<file path="config.mk">
export PLATFORM = sky130hd
export DESIGN_NAME = cpa_alu
export DESIGN_NICKNAME = d
export VERILOG_FILES = /design/src/cpa_pkg.sv /design/src/cpa_adder.sv /design/src/cpa_alu.sv
export SDC_FILE = /design/constraint.sdc
export NUM_CORES = 1
export LEC_CHECK = 0
export ABC_AREA = 1
export CORE_AREA = 2 2 82 84
export CTS_BUF_LIST = sky130_fd_sc_hd__clkbuf_4
export DETAILED_ROUTE_END_ITERATION = 10
export DIE_AREA = 0 0 84 86
export DONT_BUFFER_PORTS = 1
export PLACE_DENSITY = 0.74
export SYNTH_ARGS = -nofsm -noshare
export SYNTH_HDL_FRONTEND = slang
export SYNTH_HIERARCHICAL = 1
export SYNTH_SLANG_ARGS = --single-unit
</file>
<file path="constraint.sdc">
create_clock -name clk -period 9.22 [get_ports clk]
set_clock_uncertainty 0.15 [all_clocks]
set_input_delay 0.461 -clock clk [delete_from_list [all_inputs] [get_ports clk]]
set_output_delay 0.461 -clock clk [all_outputs]
set_load 0.02 [all_outputs]
</file>
<file path="src/cpa_pkg.sv">
// Package with operation codes, status layout and carriers for the ALU.
package cpa_pkg;
	localparam int CPA_W = 16;
	localparam int CPA_PSW_C = 0;
	localparam int CPA_PSW_V = 1;
	localparam int CPA_PSW_Z = 2;
	localparam int CPA_PSW_N = 3;
	localparam int CPA_PSW_T = 4;
	localparam int CPA_PSW_PRI_LO = 5;
	localparam int CPA_PSW_PRI_HI = 7;
	localparam logic [15:0] CPA_PSW_RST = 16'h0000;
	localparam logic [15:0] CPA_RES_RST = 16'h0000;
	localparam logic [1:0] CPA_MODE_KERNEL = 2'h0;

	typedef enum logic [3:0] {
		CPA_OP_NONE = 4'h0,
		CPA_OP_ADD_CARRY = 4'h1,
		CPA_OP_SUBTRACT_BORROW = 4'h2,
		CPA_OP_SIGN_FILL = 4'h3,
		CPA_OP_STATUS_READ = 4'h4,
		CPA_OP_STATUS_WRITE = 4'h5,
		CPA_OP_COPY = 4'h6,
		CPA_OP_COMPARE = 4'h7,
		CPA_OP_ADD = 4'h8,
		CPA_OP_SUB = 4'h9
	} cpa_op_e;

	typedef struct packed {
		cpa_op_e op;
		logic byte_op;
		logic dst_is_reg;
		logic [15:0] src;
		logic [15:0] dst;
		logic [1:0] mode;
	} cpa_req_s;

	typedef struct packed {
		logic [15:0] result;
		logic write_dst;
		logic byte_write;
		logic byte_addr_src;
	} cpa_out_s;
endpackage : cpa_pkg

</file>
<file path="src/cpa_adder.sv">
// Adder with carry-out and overflow for word or byte width.
`timescale 1ns/100ps
`default_nettype none
module cpa_adder
	import cpa_pkg::*;
#(
	parameter int W = CPA_W
) (
	input wire logic [W-1:0] a,
	input wire logic [W-1:0] b,
	input wire logic cin,
	input wire logic byte_op,
	output logic [W-1:0] sum,
	output logic cout,
	output logic ovf
);
	logic [W:0] full;
	logic [8:0] low;
	always_comb begin
		full = {1'b0, a} + {1'b0, b} + {{W{1'b0}}, cin};
		low = {1'b0, a[7:0]} + {1'b0, b[7:0]} + {8'h00, cin};
		sum = full[W-1:0];
		if (byte_op) begin
			cout = low[8];
			ovf = (a[7] == b[7]) && (low[7] != a[7]);
		end else begin
			cout = full[W];
			ovf = (a[W-1] == b[W-1]) && (full[W-1] != a[W-1]);
		end
	end
endmodule : cpa_adder
`default_nettype wire

</file>
<file path="src/cpa_alu.sv">
// Datapath for carry, sign fill, status moves, move, compare, add, subtract.
`timescale 1ns/100ps
`default_nettype none
// Function
// - Add-carry adds the carry flag to the destination and writes it.
// - Subtract-carry subtracts the carry flag from the destination.
// - Subtract-carry sets V on 100000 and C on zero with carry.
// - Sign fill writes zero when N clear and all ones when set.
// - Status read copies the low byte; register gets bit 7 extended.
// - Status write loads the low status byte from the source, T and priority bits limited as below.
// - Status write never sets the trace bit.
// - Status write changes priority bits only in kernel mode.
// - Status write loads the flags from source bits 3 to 0.
// - Status write treats its source address as a byte address.
// - Moves copy source; N and Z from source, V cleared, C kept.
// - Byte move to register sign-extends; to memory writes one byte.
// - Compare computes source minus destination and writes nothing.
// - Compare V on opposite signs with destination sign equal result.
// - Compare C set when no carry leaves the top bit.
module cpa_alu
	import cpa_pkg::*;
#(
	parameter int W = CPA_W
) (
	input wire logic clk,
	input wire logic sys_rst,
	input wire logic req_valid,
	input wire cpa_req_s req,
	output logic done,
	output cpa_out_s out,
	output logic [15:0] status_word
);
	logic [15:0] psw_reg;
	logic [15:0] psw_next;
	cpa_out_s out_reg;
	cpa_out_s out_next;
	logic done_reg;
	logic done_next;
	logic [15:0] add_a;
	logic [15:0] add_b;
	logic add_cin;
	logic [15:0] add_sum;
	logic add_cout;
	logic add_ovf;
	logic [15:0] res;
	logic n_f;
	logic z_f;
	logic v_f;
	logic c_f;
	logic c_in;
	logic [7:0] sb;

	assign c_in = psw_reg[CPA_PSW_C];

	cpa_adder #(.W(W)) u_add (
		.a(add_a),
		.b(add_b),
		.cin(add_cin),
		.byte_op(req.byte_op),
		.sum(add_sum),
		.cout(add_cout),
		.ovf(add_ovf)
	);

	always_comb begin
		add_a = req.dst;
		add_b = 16'h0000;
		add_cin = 1'b0;
		case (req.op)
			CPA_OP_ADD_CARRY: begin
				add_cin = c_in;
			end
			CPA_OP_SUBTRACT_BORROW: begin
				add_b = 16'hFFFF;
				add_cin = ~c_in;
			end
			CPA_OP_COMPARE: begin
				add_a = req.src;
				add_b = ~req.dst;
				add_cin = 1'b1;
			end
			CPA_OP_ADD: begin
				add_b = req.src;
			end
			CPA_OP_SUB: begin
				add_b = ~req.src;
				add_cin = 1'b1;
			end
			default: begin
				add_b = 16'h0000;
			end
		endcase
	end

	always_comb begin
		psw_next = psw_reg;
		out_next = out_reg;
		done_next = 1'b0;
		res = add_sum;
		v_f = psw_reg[CPA_PSW_V];
		c_f = c_in;
		sb = req.src[7:0];
		n_f = 1'b0;
		z_f = 1'b0;
		if (req_valid) begin
			done_next = 1'b1;
			out_next.write_dst = 1'b1;
			out_next.byte_write = req.byte_op;
			out_next.byte_addr_src = 1'b0;
			case (req.op)
				CPA_OP_ADD_CARRY: begin
					res = add_sum;
					if (req.byte_op) begin
						v_f = (req.dst[7:0] == 8'h7F) && c_in;
						c_f = (req.dst[7:0] == 8'hFF) && c_in;
					end else begin
						v_f = (req.dst == 16'h7FFF) && c_in;
						c_f = (req.dst == 16'hFFFF) && c_in;
					end
				end
				CPA_OP_SUBTRACT_BORROW: begin
					res = add_sum;
					if (req.byte_op) begin
						v_f = req.dst[7:0] == 8'h80;
						c_f = (req.dst[7:0] == 8'h00) && c_in;
					end else begin
						v_f = req.dst == 16'h8000;
						c_f = (req.dst == 16'h0000) && c_in;
					end
				end
				CPA_OP_SIGN_FILL: begin
					res = psw_reg[CPA_PSW_N] ? 16'hFFFF : 16'h0000;
					v_f = 1'b0;
					out_next.byte_write = 1'b0;
				end
				CPA_OP_STATUS_READ: begin
					res = {{8{psw_reg[7]}}, psw_reg[7:0]};
					v_f = 1'b0;
					out_next.byte_write = ~req.dst_is_reg;
				end
				CPA_OP_STATUS_WRITE: begin
					res = req.dst;
					out_next.write_dst = 1'b0;
					out_next.byte_addr_src = 1'b1;
				end
				CPA_OP_COPY: begin
					if (req.byte_op && req.dst_is_reg) begin
						res = {{8{req.src[7]}}, req.src[7:0]};
						out_next.byte_write = 1'b0;
					end else begin
						res = req.src;
					end
					v_f = 1'b0;
				end
				CPA_OP_COMPARE: begin
					res = add_sum;
					out_next.write_dst = 1'b0;
					if (req.byte_op) begin
						v_f = (req.src[7] != req.dst[7]) &&
							(req.dst[7] == add_sum[7]);
					end else begin
						v_f = (req.src[15] != req.dst[15]) &&
							(req.dst[15] == add_sum[15]);
					end
					c_f = ~add_cout;
				end
				CPA_OP_ADD: begin
					res = add_sum;
					v_f = add_ovf;
					c_f = add_cout;
				end
				CPA_OP_SUB: begin
					res = add_sum;
					v_f = add_ovf;
					c_f = ~add_cout;
				end
				default: begin
					out_next.write_dst = 1'b0;
				end
			endcase
			out_next.result = res;
			if (req.op == CPA_OP_STATUS_WRITE) begin
				psw_next[3:0] = sb[3:0];
				psw_next[CPA_PSW_T] = psw_reg[CPA_PSW_T] & sb[4];
				if (req.mode == CPA_MODE_KERNEL) begin
					psw_next[CPA_PSW_PRI_HI:CPA_PSW_PRI_LO] =
						sb[7:5];
				end
			end else if (req.op != CPA_OP_NONE &&
				req.op <= CPA_OP_SUB) begin
				if (req.op == CPA_OP_COPY) begin
					n_f = req.byte_op ? req.src[7] : req.src[15];
					z_f = req.byte_op ? (req.src[7:0] == 8'h00) :
						(req.src == 16'h0000);
				end else if (req.byte_op && req.op != CPA_OP_SIGN_FILL &&
					req.op != CPA_OP_STATUS_READ) begin
					n_f = res[7];
					z_f = res[7:0] == 8'h00;
				end else if (req.op == CPA_OP_STATUS_READ) begin
					n_f = res[7];
					z_f = res[7:0] == 8'h00;
				end else begin
					n_f = res[15];
					z_f = res == 16'h0000;
				end
				if (req.op == CPA_OP_SIGN_FILL) begin
					n_f = psw_reg[CPA_PSW_N];
				end
				psw_next[CPA_PSW_N] = n_f;
				psw_next[CPA_PSW_Z] = z_f;
				psw_next[CPA_PSW_V] = v_f;
				if (req.op != CPA_OP_STATUS_READ && req.op != CPA_OP_SIGN_FILL) begin
					psw_next[CPA_PSW_C] = c_f;
				end
			end
		end
	end

	always_ff @(posedge clk) begin
		if (sys_rst) begin
			psw_reg <= CPA_PSW_RST;
			out_reg <= '0;
			done_reg <= 1'b0;
		end else begin
			psw_reg <= psw_next;
			out_reg <= out_next;
			done_reg <= done_next;
		end
	end

	assign done = done_reg;
	assign out = out_reg;
	assign status_word = psw_reg;
endmodule : cpa_alu
`default_nettype wire

</file>
==> PnR_summary.wiki <==
{| class="wikitable"
! Metric !! Value
|-
| Startpoint Class || input pin
|-
| H-tree lvl count || 1
|-
| WP data arrival || around 4 ns
|-
| Required arrival time at the worst endpoint || about 9.4 ns
|-
| Die span in x || around 84 um
|-
| Number of maximum-capacitance constraint violations || 0
|-
| Total DRC errors in the routed layout || 0
|-
| Fraction of layout cells with a size suffix above 1 || under 10%
|-
| Wire length of the first global-routing pass || ~18000 um
|-
| Detailed router's first-iteration violation count || 372
|-
| Summed negative setup slack over all endpoints || 0 ns
|-
| Final setup margin || around 5.2 ns
|-
| Unrepaired setup endpoints after global routing || no
|-
| Leading cell types by count after synthesis || nand2_1, inv_1, nor2_1, o21ai_0, a21oi_1
|-
| Core region area || approximately 6300 um2
|-
| Final worst hold slack || approximately 0.007 ns
|-
| Largest net degree at the start of global routing || 49
|-
| Number of failing hold endpoints at the final stage || 0
|-
| Post-synthesis instance area || approximately 3700 um2
|-
| GR Overflow Total || 0
|-
| Initial standard-cell utilization of the core || 59.1%
|-
| Routed vias/inst || approximately 5.9
|-
| Seq cells post-synth || 28
|-
| Clock tree from TritonCTS || yes
|-
| Clock buffers created by TritonCTS || 3
|-
| Max FFs per register || 19
|-
| Number of flops mapped to enable cells by yosys || 0
|-
| Gate count of the mapped netlist || ~650
|-
| Routed WL || 11300 um
|-
| Number of filler cells placed in the layout || about 670
|-
| Overall fraction of global-route tracks in use || a little under a third
|-
| Via count || 4230
|-
| PwrDens || approximately 100 nW/um2
|-
| Actual transition at the worst max-transition pin || 1.18 ns
|-
| Final Cycle Share || a little over two fifths
|-
| Area growth, synth to finish || 1.28%
|-
| Area occupied by multi-input gates || approximately 2700 um2
|-
| Number of clock sinks seen by CTS || 28
|-
| Max Transition Viols Final || 0
|-
| Flip-flop cell with the highest count after synthesis || dfxtp_1
|-
| Final nets || between 700 and 800
|-
| Total half-perimeter wirelength after legalization and detailed placement || about 9100 um
|-
| Setup Slack @ Placement || slightly below 5 ns
|-
| Seq/Total Area, Yosys || approximately 15%
|-
| Clk pin slew, worst setup/hold paths || roughly 0.16 ns
|-
| Number of different library cells in the post-synthesis netlist || 45
|-
| Area of all placed cells without fillers || ~3800 um2
|-
| Buffer levels on the longest clock path || 2
|-
| Antenna diode instance count || 0
|-
| I/O Buffers || 0
|-
| Post-CTS repair timing setup buffer count || 0
|-
| # rows || 29
|-
| Reg area || 561 um2
|-
| Initial antenna violation count || 0
|-
| Area of the die || slightly above 7000 um2
|-
| Total leakage power || 1.97 nW
|-
| Area after detailed placement || roughly 3700 um2
|-
| Area share of the leading cell type in the synthesized netlist || around 17%
|-
| Mean routed wirelength per cell || about 16 um
|-
| IO Pins || between 70 and 80
|-
| Cell with the most instances after synthesis || nand2_1
|-
| Number of optimization iterations in the first detailed-route pass || 7
|-
| Asr flop ratio synth || 0%
|-
| Resize count post-CTS || 0
|-
| Post-layout min period || around 4.0 ns
|-
| Crit Path Category || input pin to flip-flop
|-
| Worst vdd ir || between 0.09 and 0.1 mV
|-
| Area leader, netlist || nand2_1
|-
| Synthesis warning total || 6
|-
| Via count of the first global-routing pass || a little under 4k
|-
| Top cells by area, synth || nand2_1, dfxtp_1, inv_1
|-
| Die Height || 86 um
|-
| Kind of capture point of the worst setup path || flip-flop
|-
| Clk Latency, worst-skew pair || 0.34 ns
|-
| Maximum frequency from static timing analysis || between 200 and 300 MHz
|-
| Worst slew margin relative to its limit || about a fifth
|-
| Min-delay worst type || input pin to flip-flop
|-
| Count of non-filler cells in the finished layout || between 700 and 800
|-
| Routability-driven placement congestion ratio || ~0.99
|-
| Final setup vio count || 0
|-
| Clock root cell || clkbuf_4
|-
| Maximum fanout along the worst path || 17
|-
| Hold Buf Count CTS || 0
|-
| Run status || completed
|-
| Antenna violation net count after detailed routing || 0
|-
| Dpl cells || slightly above 700
|-
| Synthesized area per cell || ~5.7 um2
|}
==> through the flow <==
| stage | power [mW] | utilization (%) |
|---|---|---|
| 3_3_place_gp | 0.323 | 59.1 |
| 4_1_cts | 0.375 | 59.5 |
| 6_report | 0.379 | 59.8 |
| 5_1_grt | 0.406 | 59.8 |
| 2_1_floorplan | 0.289 | - |
| 3_5_place_dp | 0.325 | 59.1 |
==> power by group <==
| group | switching, mW | internal [mW] |
|---|---|---|
| clock | 0.0363 | 0.0159 |
| sequential | 0.0162 | 0.130 |
| combinational | 0.122 | 0.0596 |
==> worst max-delay path, stage by stage <==
cell	delay (ns)
inv_2	0.03
nor2_1	0.08
nand2_1	0.11
nor2_1	0.91
a221oi_1	0.16
o21ai_0	0.18
fa_1	0.24
inv_1	0.06
fa_1	0.40
inv_1	0.10
nand3_1	0.08
nand2_2	0.11
nand4_1	0.10
nand2_2	0.12
nand2_1	0.08
nand3_1	0.07
nand2_1	0.05
inv_1	0.06
nor2_1	0.04
nor2_1	0.14
nand2_1	0.07
nor2_1	0.08
nand2_1	0.06
nand2_1	0.06
nand2_1	0.05
nand2_1	0.05
nand2_1	0.06
a21oi_2	0.11
==> area by class of cell <==
class | count | area share [%]
Clock buffer | 3 | 0.600
Tap cell | 77 | 2.57
Timing Repair Buffer | 4 | 0.933
Sequential cell | 28 | 14.9
Clock inverter | 1 | 0.100
Inverter | 97 | 9.70
Multi-Input combinational cell | 507 | 71.2
==> kinds of logic after synthesis <==
kind of cell | count (synthesis) | share of synthesized area [%]
AOI/OAI and AO/OA | 137 | 21.8
xor gates and xnor gates | 11 | 3.00
adders and majority gates | 17 | 6.14
buffers and inverters | 121 | 13.6
DFF | 28 | 15.1
other | 1 | 0.101
and+or+nand+nor | 334 | 40.2
==> path summary, 6_finish.rpt <==
| kind | slack, ns | cells past startpoint | startpoint | end |
|---|---|---|---|---|
| max | 5.25 | 28 | req[39] | status_word[2] |
| min | 0.007 | 1 | sys_rst | status_word[0] |
| max reg2reg | 6.02 | 24 | status_word[0] | status_word[2] |
| min reg2reg | 0.43 | 2 | out[0] | out[0] |
==> cells in the final DEF, fill, tap and decap left out, types with 2 or more instances in the layout <==
cell / n
fa_1: 2
a21oi_1: 31
clkbuf_4: 3
dlygate4sd3_1: 2
nand2_1: 172
conb_1: 8
a41oi_1: 2
nand3_2: 4
nor2_1: 83
nor3_2: 2
a221oi_1: 14
dfxtp_1: 28
a21oi_2: 3
o211ai_1: 12
xor2_1: 8
o21ai_0: 64
xor2_2: 2
nand2_4: 5
clkinv_1: 3
nor2_2: 9
buf_4: 2
nand3_1: 22
o22ai_1: 2
inv_2: 6
o21ai_1: 2
nand4_1: 8
a211oi_1: 2
inv_1: 89
ha_1: 15
o41ai_1: 2
nand2_2: 13
nor4_1: 9
==> layer usage <==
layer  wire length (um)  GRT usage (%)
met2               5240           52.1
met4                342           10.6
met5                  0              0
met1               4580           39.4
met3               1180           6.26
No activity file was read; power rests on OpenSTA's default activity.
